## src/ebws_pkg.sv

```systemverilog
// Purpose: shared constants and types of the external bus wait-state and bank-switch block
// Assumes: 16-bit registers on a 32-bit classic Wishbone bus, one word per register
// Notes:   byte address of a register is four times its index

package ebws_pkg;

	////////////////////////////////////////////////////////////////////////////////
	// register indices (byte address = index * 4)
	localparam logic [7:0]  WSC_IDX        = 8'h28;
	localparam logic [7:0]  BSC_IDX        = 8'h29;
	localparam logic [7:0]  WCTL_IDX       = 8'h2b;

	////////////////////////////////////////////////////////////////////////////////
	// reset values
	localparam logic [15:0] WSC_RST        = 16'h7fff;
	localparam logic        MULT_RST       = 1'b0;
	localparam logic        CONSECUTIVE_SWITCH_BIT_RST     = 1'b1;
	localparam logic [1:0]  DIV_RST        = 2'h3;
	localparam logic        ACKOFF_RST     = 1'b1;
	localparam logic        HBH_RST        = 1'b0;
	localparam logic        BH_RST         = 1'b0;

	////////////////////////////////////////////////////////////////////////////////
	// field positions of wait_state_config
	localparam int          WS_XPA_BIT     = 15;
	localparam int          WS_IO_LSB      = 12;
	localparam int          WS_DHI_LSB     = 9;
	localparam int          WS_DLO_LSB     = 6;
	localparam int          WS_PHI_LSB     = 3;
	localparam int          WS_PLO_LSB     = 0;
	localparam int          WS_FLD_W       = 3;

	// field positions of bank_switch_control
	localparam int          BS_CONSECUTIVE_SWITCH_BIT_BIT  = 15;
	localparam int          BS_DIV_LSB     = 13;
	localparam int          BS_ACKOFF_BIT  = 12;
	localparam int          BS_HBH_BIT     = 2;
	localparam int          BS_BH_BIT      = 1;

	// field position of wait_state_control
	localparam int          WC_MULT_BIT    = 0;

	////////////////////////////////////////////////////////////////////////////////
	// address ranges
	localparam logic [15:0] DATA_HI_BASE   = 16'h3000;
	localparam int          BANK_BIT       = 15;
	localparam int          XPA_LIMIT_BIT  = 22;

	////////////////////////////////////////////////////////////////////////////////
	// address spaces and sequencer states
	typedef enum logic [1:0] {
		SP_PROG = 2'b00,
		SP_DATA = 2'b01,
		SP_IO   = 2'b10
	} ebws_space_t;

	typedef enum logic [2:0] {
		ST_IDLE   = 3'b000,
		ST_BANK   = 3'b001,
		ST_START  = 3'b010,
		ST_STROBE = 3'b011,
		ST_TRAIL  = 3'b100,
		ST_DONE   = 3'b101
	} ebws_state_t;

endpackage

```

## src/ebws_clkdiv.sv

```systemverilog
// Purpose: output clock divider, divide by field value plus one
// Assumes: div_i comes from a register on clk_i
// Notes:   tick_o marks the last processor cycle of each output clock period

`timescale 1ns/1ps

module ebws_clkdiv
	import ebws_pkg::*;
(
	// clock and reset
	input  wire logic       clk_i,
	input  wire logic       rst_i,
	// control
	input  wire logic [1:0] div_i,
	// outputs
	output logic            clock_output_pin_o,
	output logic            tick_o
);

	typedef struct packed {
		logic [1:0] cnt;
		logic       clk;
	} ebws_div_t;

	ebws_div_t r;
	ebws_div_t n;

	// a shrinking divide value must not strand the counter above it
	assign tick_o = (r.cnt >= div_i);

	always_comb begin
		n = r;
		n.cnt = tick_o ? 2'h0 : 2'(r.cnt + 2'h1);
		// divide by one cannot toggle from a flop: the pin then stays high
		n.clk = (n.cnt <= (div_i >> 1));
		if (rst_i) begin
			n = '0;
			n.clk = 1'b1;
		end
	end

	always_ff @(posedge clk_i) begin
		r <= n;
	end

	assign clock_output_pin_o = r.clk;

endmodule

```

## src/ebws_top.sv

```systemverilog
// Purpose: external bus wait-state generator, bank switching and bus control register
// Assumes: core holds req_i until done_o and drops it in the cycle after
// Notes:   sequencer phases advance on output clock periods
//
// Notes on behaviour
// - wait config register fully read/write, resets to 7fff
// - top bit picks which program ranges the two program fields cover
// - bits 14..12 give wait count for all I/O accesses
// - bits 11..9 give wait count for data accesses from 3000h up
// - bits 8..6 are stored and read back but never used
// - program fields: low/high 32K per page, or split at 3fffff
// - multiplier clear uses field directly, set doubles it, up to 14
// - multiplier at bit 0 of wait control register, resets zero, rest reserved
// - one extra cycle when program or data accesses cross a 32K bank
// - consecutive bit clear: extra cycles only on crossings; resets to one
// - consecutive bit set: every memory read takes start, read, trailing cycles
// - two-bit divide field sets output clock as processor clock over value plus one; at value zero the pin stays high instead
// - bit 12 enables acknowledge output-off, set at reset
// - bit 2 enables host data bus holder, cleared at reset
// - bit 1 enables external data bus holder, cleared at reset
// - keep last bank bit; on mismatch withhold strobe one output clock, update
//
// The implementer's own choice: the Wishbone slave port.

`timescale 1ns/1ps

module ebws_top
	import ebws_pkg::*;
(
	// clock and reset
	input  wire logic        clk_i,
	input  wire logic        rst_i,
	// wishbone slave
	input  wire logic        wb_cyc_i,
	input  wire logic        wb_stb_i,
	input  wire logic        wb_we_i,
	input  wire logic [7:0]  wb_adr_i,
	input  wire logic [3:0]  wb_sel_i,
	input  wire logic [31:0] wb_dat_i,
	output logic [31:0]      wb_dat_o,
	output logic             wb_ack_o,
	// core access port
	input  wire logic        req_i,
	input  wire logic        we_i,
	input  wire ebws_space_t space_i,
	input  wire logic [22:0] addr_i,
	output logic             done_o,
	output logic             busy_o,
	// external bus pins
	input  wire logic        ready_i,
	output logic [22:0]      ext_addr_o,
	output logic             ext_we_o,
	output logic             memory_strobe_n_o,
	output logic             io_strobe_n_o,
	output logic             clock_output_pin_o,
	// interrupt acknowledge and bus holders
	input  wire logic        interrupt_ack_out_n_i,
	output logic             interrupt_ack_out_n_o,
	output logic             ack_output_off_o,
	output logic             host_bus_holder_en_o,
	output logic             data_bus_holder_en_o
);

	////////////////////////////////////////////////////////////////////////////////
	// state

	typedef struct packed {
		logic [15:0] ws;
		logic        mult;
		logic        consecutive_switch_bit;
		logic [1:0]  div;
		logic        ackoff;
		logic        host_bus_holder_en;
		logic        bh;
		ebws_state_t st;
		logic [3:0]  wcnt;
		logic [22:0] addr;
		ebws_space_t sp;
		logic        we;
		logic [8:0]  key;
		logic        key_ok;
		logic        memory_strobe_n;
		logic        iostrb_n;
		logic        interrupt_ack_out_n;
		logic        ack;
		logic [15:0] rdat;
		logic        rdy_s1;
		logic        rdy_s2;
	} ebws_core_t;

	ebws_core_t r;
	ebws_core_t n;
	logic       tick;
	logic       acc;
	logic       mem;
	logic       hop;
	logic [15:0] rv;
	logic [15:0] wv;

	////////////////////////////////////////////////////////////////////////////////
	// functions

	function automatic logic reg_hit(input logic [7:0] adr, input logic [7:0] idx);
		return adr[7:2] == idx[5:0];
	endfunction

	function automatic logic [15:0] wmerge(input logic [15:0] old, input logic [15:0] d,
	                                       input logic [1:0] sel);
		logic [15:0] v;
		v = old;
		if (sel[0]) begin
			v[7:0] = d[7:0];
		end
		if (sel[1]) begin
			v[15:8] = d[15:8];
		end
		return v;
	endfunction

	// wait count for one access from current register values
	function automatic logic [3:0] wait_of(input logic [15:0] ws, input logic mult,
	                                       input ebws_space_t sp, input logic [22:0] a);
		logic [2:0] f;
		logic       hi;
		f  = 3'h0;
		hi = ws[WS_XPA_BIT] ? a[XPA_LIMIT_BIT] : a[BANK_BIT];
		unique case (sp)
			SP_PROG: begin
				f = hi ? ws[WS_PHI_LSB +: WS_FLD_W] : ws[WS_PLO_LSB +: WS_FLD_W];
			end
			SP_DATA: begin
				// the lower data field is stored only, no external range behind it
				f = (a[15:0] >= DATA_HI_BASE) ? ws[WS_DHI_LSB +: WS_FLD_W] : 3'h0;
			end
			SP_IO: begin
				f = ws[WS_IO_LSB +: WS_FLD_W];
			end
			default: begin
				f = 3'h0;
			end
		endcase
		return mult ? {f, 1'b0} : {1'b0, f};
	endfunction

	// program banks carry the page, so a page change is also a crossing
	function automatic logic [8:0] bank_key(input ebws_space_t sp, input logic [22:0] a);
		return (sp == SP_PROG) ? {1'b0, a[22:15]} : {1'b1, 7'h00, a[BANK_BIT]};
	endfunction

	////////////////////////////////////////////////////////////////////////////////
	// output clock divider

	ebws_clkdiv u_div (
		.clk_i              (clk_i),
		.rst_i              (rst_i),
		.div_i              (r.div),
		.clock_output_pin_o (clock_output_pin_o),
		.tick_o             (tick)
	);

	////////////////////////////////////////////////////////////////////////////////
	// next state

	assign acc = wb_cyc_i & wb_stb_i & ~r.ack;
	assign mem = (space_i != SP_IO);
	assign hop = mem & r.key_ok & (bank_key(space_i, addr_i) != r.key);

	always_comb begin
		rv = 16'h0000;
		if (reg_hit(wb_adr_i, WSC_IDX)) begin
			rv = r.ws;
		end else if (reg_hit(wb_adr_i, BSC_IDX)) begin
			rv[BS_CONSECUTIVE_SWITCH_BIT_BIT]      = r.consecutive_switch_bit;
			rv[BS_DIV_LSB +: 2]    = r.div;
			rv[BS_ACKOFF_BIT]      = r.ackoff;
			rv[BS_HBH_BIT]         = r.host_bus_holder_en;
			rv[BS_BH_BIT]          = r.bh;
		end else if (reg_hit(wb_adr_i, WCTL_IDX)) begin
			rv[WC_MULT_BIT] = r.mult;
		end
		wv = wmerge(rv, wb_dat_i[15:0], wb_sel_i[1:0]);
	end

	always_comb begin
		n = r;
		n.rdy_s1 = ready_i;
		n.rdy_s2 = r.rdy_s1;
		// register bus: answer every address, unmapped reads as zero
		n.ack = acc;
		if (acc) begin
			n.rdat = rv;
		end
		if (acc & wb_we_i) begin
			if (reg_hit(wb_adr_i, WSC_IDX)) begin
				n.ws = wv;
			end else if (reg_hit(wb_adr_i, BSC_IDX)) begin
				n.consecutive_switch_bit = wv[BS_CONSECUTIVE_SWITCH_BIT_BIT];
				n.div    = wv[BS_DIV_LSB +: 2];
				n.ackoff = wv[BS_ACKOFF_BIT];
				n.host_bus_holder_en    = wv[BS_HBH_BIT];
				n.bh     = wv[BS_BH_BIT];
			end else if (reg_hit(wb_adr_i, WCTL_IDX)) begin
				n.mult = wv[WC_MULT_BIT];
			end
		end
		// access sequencer
		unique case (r.st)
			ST_IDLE: begin
				if (req_i) begin
					n.addr = addr_i;
					n.sp   = space_i;
					n.we   = we_i;
					n.wcnt = wait_of(r.ws, r.mult, space_i, addr_i);
					if (mem) begin
						n.key    = bank_key(space_i, addr_i);
						n.key_ok = 1'b1;
					end
					if (r.consecutive_switch_bit & ~we_i & mem) begin
						n.st = ST_START;
					end else if (hop) begin
						n.st = ST_BANK;
					end else begin
						n.st = ST_STROBE;
					end
				end
			end
			ST_BANK: begin
				if (tick) begin
					n.st = ST_STROBE;
				end
			end
			ST_START: begin
				if (tick) begin
					n.st = ST_STROBE;
				end
			end
			ST_STROBE: begin
				if (tick) begin
					if (r.wcnt != 4'h0) begin
						n.wcnt = r.wcnt - 4'h1;
					end else if (r.rdy_s2) begin
						n.st = (r.consecutive_switch_bit & ~r.we & (r.sp != SP_IO)) ? ST_TRAIL : ST_DONE;
					end
				end
			end
			ST_TRAIL: begin
				if (tick) begin
					n.st = ST_DONE;
				end
			end
			ST_DONE: begin
				n.st = ST_IDLE;
			end
			default: begin
				n.st = ST_IDLE;
			end
		endcase
		n.memory_strobe_n  = ~((n.st == ST_STROBE) & (n.sp != SP_IO));
		n.iostrb_n = ~((n.st == ST_STROBE) & (n.sp == SP_IO));
		n.interrupt_ack_out_n   = r.ackoff | interrupt_ack_out_n_i;
		if (rst_i) begin
			n          = '0;
			n.ws       = WSC_RST;
			n.mult     = MULT_RST;
			n.consecutive_switch_bit   = CONSECUTIVE_SWITCH_BIT_RST;
			n.div      = DIV_RST;
			n.ackoff   = ACKOFF_RST;
			n.host_bus_holder_en      = HBH_RST;
			n.bh       = BH_RST;
			n.st       = ST_IDLE;
			n.sp       = SP_PROG;
			n.memory_strobe_n  = 1'b1;
			n.iostrb_n = 1'b1;
			n.interrupt_ack_out_n   = 1'b1;
		end
	end

	always_ff @(posedge clk_i) begin
		r <= n;
	end

	////////////////////////////////////////////////////////////////////////////////
	// outputs

	assign wb_dat_o              = {16'h0000, r.rdat};
	assign wb_ack_o              = r.ack;
	assign done_o                = (r.st == ST_DONE);
	assign busy_o                = (r.st != ST_IDLE);
	assign ext_addr_o            = r.addr;
	assign ext_we_o              = r.we;
	assign memory_strobe_n_o     = r.memory_strobe_n;
	assign io_strobe_n_o         = r.iostrb_n;
	assign interrupt_ack_out_n_o = r.interrupt_ack_out_n;
	assign ack_output_off_o      = r.ackoff;
	assign host_bus_holder_en_o  = r.host_bus_holder_en;
	assign data_bus_holder_en_o  = r.bh;

	////////////////////////////////////////////////////////////////////////////////
	// checks

	logic wrote_r;

	always_ff @(posedge clk_i) begin
		if (rst_i) begin
			wrote_r <= 1'b0;
		end else if (acc & wb_we_i) begin
			wrote_r <= 1'b1;
		end
	end
endmodule

```

## config.mk

```make
export PLATFORM = sky130hd
export DESIGN_NAME = ebws_top
export DESIGN_NICKNAME = d
export VERILOG_FILES = /design/src/ebws_pkg.sv /design/src/ebws_clkdiv.sv /design/src/ebws_top.sv
export SDC_FILE = /design/constraint.sdc
export NUM_CORES = 1
export LEC_CHECK = 0
export BUFFER_PORTS_ARGS = -buffer_cell sky130_fd_sc_hd__buf_2
export CAP_MARGIN = 25
export CORE_ASPECT_RATIO = 0.7
export CORE_MARGIN = 2
export CORE_UTILIZATION = 55
export CTS_CLUSTER_DIAMETER = 120
export DETAILED_ROUTE_END_ITERATION = 10
export HOLD_SLACK_MARGIN = 0.08
export PLACE_DENSITY_LB_ADDON = 0.05
export SYNTH_ARGS = -nofsm -noshare
export SYNTH_HDL_FRONTEND = slang
export SYNTH_SLANG_ARGS = --single-unit
```

## constraint.sdc

```tcl
create_clock -name clk_i -period 3.6 [get_ports clk_i]
set_input_delay 0.18 -clock clk_i [delete_from_list [all_inputs] [get_ports clk_i]]
set_output_delay 0.18 -clock clk_i [all_outputs]
set_load 0.01 [all_outputs]
```

==> impl_metrics.env <==
export IMPL_status="finished clean"
export IMPL_clk_latency_ns=0.34
export IMPL_cp_required_ns=3.86
export IMPL_async_flop_share_pct=0
export IMPL_critPathArrivalTime_ns=2.57
export IMPL_max_cap_violations=0
export IMPL_peakVddDrop_mv=0.402
export IMPL_synthTopCellsByArea="dfxtp_1, buf_4, nand2_1, a21oi_1, nor2_1"
export IMPL_clk_pin_slew_ns=0.07
export IMPL_slew_headroom_pct=35.7
export IMPL_cts_sinks=91
export IMPL_yosysUniqueCellTypes=60
export IMPL_dpl_hpwl_um=7540
export IMPL_drive_above_1_share_pct=23.0
export IMPL_fin_crit_sh_pct=64.1
export IMPL_vias=3885
export IMPL_first_global_vias=3540
export IMPL_critPathTopFamily="simple AND/OR/NAND/NOR gates"
export IMPL_antenna_cells=0
export IMPL_gp_congestion=0.860
export IMPL_synth_largest_area_cell="dfxtp_1"
export IMPL_netlist_area_mm2=0.00445
export IMPL_ys_warn_count=0
export IMPL_worstMarginPinSlew_ns=0.965
export IMPL_path_buf_inv=1
export IMPL_die_x_um=112
export IMPL_yosysSeqAreaShare_pct=40.9
export IMPL_die_area_mm2=0.00884
export IMPL_route_met2_wl_um=4820
export IMPL_wl_per_cell_um=15.0
export IMPL_dp_cells=676
export IMPL_die_y_um=79.3
export IMPL_syn_inst=533
export IMPL_cts_buffers=9
export IMPL_synth_edf_count=0
export IMPL_powerDensity_mw_per_mm2=480
export IMPL_met3WireLength_um=733
export IMPL_io_pins=144
export IMPL_first_pass_iters=5
export IMPL_route_detailed_drc=0
export IMPL_final_antenna_net_count=0
export IMPL_fin_cells=711
export IMPL_synth_top_area_share_pct=40.9
export IMPL_cts_tree="built"
export IMPL_synthFlopType="dfxtp_1"
export IMPL_post_cts_resized=0
export IMPL_setup_tns_ns=0
export IMPL_hold_slack_ns=0.0906
export IMPL_fin_skew_ns=0.00785
export IMPL_critPathMaxStageDelay_ns=0.84
export IMPL_period_needed_ns=2.31
export IMPL_grt_start_max_net_pins=55
export IMPL_areaGrowthSynthToFinish_pct=15.9
export IMPL_grt_overflow_total=0
export IMPL_drv_slew=0
export IMPL_holdBufCountCts=18
export IMPL_grt_pass1_wl_um=17100
export IMPL_htree_levels=3
export IMPL_final_hold_violation_count=0
export IMPL_nNetsFinal=688
export IMPL_wl_um=10700
export IMPL_core_area_mm2=0.00787
export IMPL_rows=27
export IMPL_cp_cell_sequence="or4b_1, buf_8, o21ai_2, a21boi_2, o21ai_0, a31oi_1"
export IMPL_hold_path_class="in2reg"
export IMPL_initialDrtViolationCount=248
export IMPL_path_class="reg2reg"
export IMPL_wl_met1_um=5040
export IMPL_end_kind="flip-flop"
export IMPL_critPathLaunchType="flip-flop"
export IMPL_rrSetupSlack_ns=1.29
export IMPL_fmax_mhz=433
export IMPL_antenna_found_initial=0
export IMPL_slowest_stage="or4b_1"
export IMPL_cts_root_buf="clkbuf_16"
export IMPL_grt_util_all_layers_pct=24.3
export IMPL_cts_setup_buffers=0
export IMPL_crit_fanout=15
export IMPL_initial_core_util_pct=56.6
export IMPL_portBuffers=107
export IMPL_clk_path_buf_depth=2
export IMPL_power_leakage_nw=2.25
export IMPL_ys_seq_elements=91
export IMPL_setup_viol=0
export IMPL_avgSynthCellArea_um2=8.35
export IMPL_rsz0062_at_grt="no"
export IMPL_drt_vias_per_instance=5.46
export IMPL_highest_layer="met4"
-- tightest hold or removal path, stage by stage --
cell	delay (ns)
buf_2	0.11
nand2_1	0.05
a21oi_1	0.05
-- cells by family after synthesis --
logic type,Yosys count,synth area share (%)
AND/OR/NAND/NOR,209,23.3
AO/OA/AOI/OAI,120,17.9
buffers and inverters,92,13.2
flip-flops,91,40.9
multiplexers,8,1.80
XOR/XNOR,7,1.38
adder cells (fa/ha/maj),5,1.41
other,1,0.0842
-- worst paths after layout --
| check | from | end | cells past startpoint |
|---|---|---|---|
| hold reg to reg | ext_addr_o[8]$_SDFFE_PP0P_ | ext_addr_o[8]$_SDFFE_PP0P_ | 2 |
| hold / removal | addr_i[13] | ext_addr_o[13]$_SDFFE_PP0P_ | 3 |
| setup / recovery | r[64]$_SDFF_PP0_ | r[60]$_SDFFE_PP0P_ | 6 |
| setup reg to reg | r[64]$_SDFF_PP0_ | r[60]$_SDFFE_PP0P_ | 6 |
-- cell usage in the layout (no fill, tap or decap), types with 3 or more instances in the layout --
master / instances
xnor2_1: 5
a221o_1: 5
clkbuf_16: 9
nor2_1: 42
and2_1: 3
buf_4: 3
a22oi_1: 10
nand3_1: 21
nand3b_1: 3
nor3_1: 8
conb_1: 16
nor2b_1: 6
nand2b_1: 5
a211o_1: 7
o211ai_1: 4
mux2i_1: 8
a311oi_1: 3
nand2_1: 88
o21ai_0: 13
a21oi_1: 48
a32oi_1: 7
and3_1: 7
buf_2: 107
dfxtp_1: 91
inv_1: 9
ha_1: 5
a31oi_1: 8
dlygate4sd3_1: 18
-- flip-flops by register name (all words and copies together) (netlist names), 2 cells and up --
register and count:
r 41, u_div.r 2, wb_dat_o 16, ext_addr_o 23
-- Yosys cell counts, types with 4 or more instances --
master and n:
dfxtp_1 91, nand2_1 88, buf_4 57, a21oi_1 48
nor2_1 43, nand3_1 21, clkbuf_1 14, o21ai_0 13
a22oi_1 10, buf_2 9, inv_1 9, a31oi_1 8
mux2i_1 8, nor3_1 8, a211o_1 7, a32oi_1 7
and3_1 7, nor2b_1 6, a221o_1 5, ha_1 5
nand2b_1 5, xnor2_1 5, o211ai_1 4
-- where the power goes --
group	total (W)	internal [W]	leakage, nW	switching (W)
Clock	0.00102	0.000614	0.162	0.000405
Sequential	0.00109	0.00106	0.742	0.0000343
Combinational	0.000363	0.000149	1.35	0.000214
-- stage by stage --
| stage | power (W) | util (%) | instance area [µm²] | worst slack (ns) |
|---|---|---|---|---|
| after floorplan | 0.00138 | - | 4510 | 1.75 |
| after global placement | 0.00144 | 59.0 | 4640 | 1.33 |
| after detailed placement | 0.00145 | 59.0 | 4640 | 1.26 |
| after CTS | 0.00248 | 65.4 | 5150 | 1.25 |
| after global routing | 0.00258 | 65.6 | 5160 | 1.21 |
| final | 0.00248 | 65.6 | 5160 | 1.29 |
-- per-layer routing --
metal	up-vias	GRT usage (%)
met4	0	5.93
met1	1807	32.5
li1	1938	-
met2	129	38.4
met5	-	0
met3	11	8.09
-- layout make-up --
| cell class | count | area [µm²] |
|---|---|---|
| inverters | 9 | 33.8 |
| clock buffers | 9 | 225 |
| repair buffers | 129 | 753 |
| flip-flops and latches | 91 | 1820 |
| fillers | 676 | 2710 |
| clock inverters | 7 | 98.8 |
| multi-input cells | 365 | 2100 |
| well taps | 101 | 126 |
No activity file was read; power rests on OpenSTA's default activity.
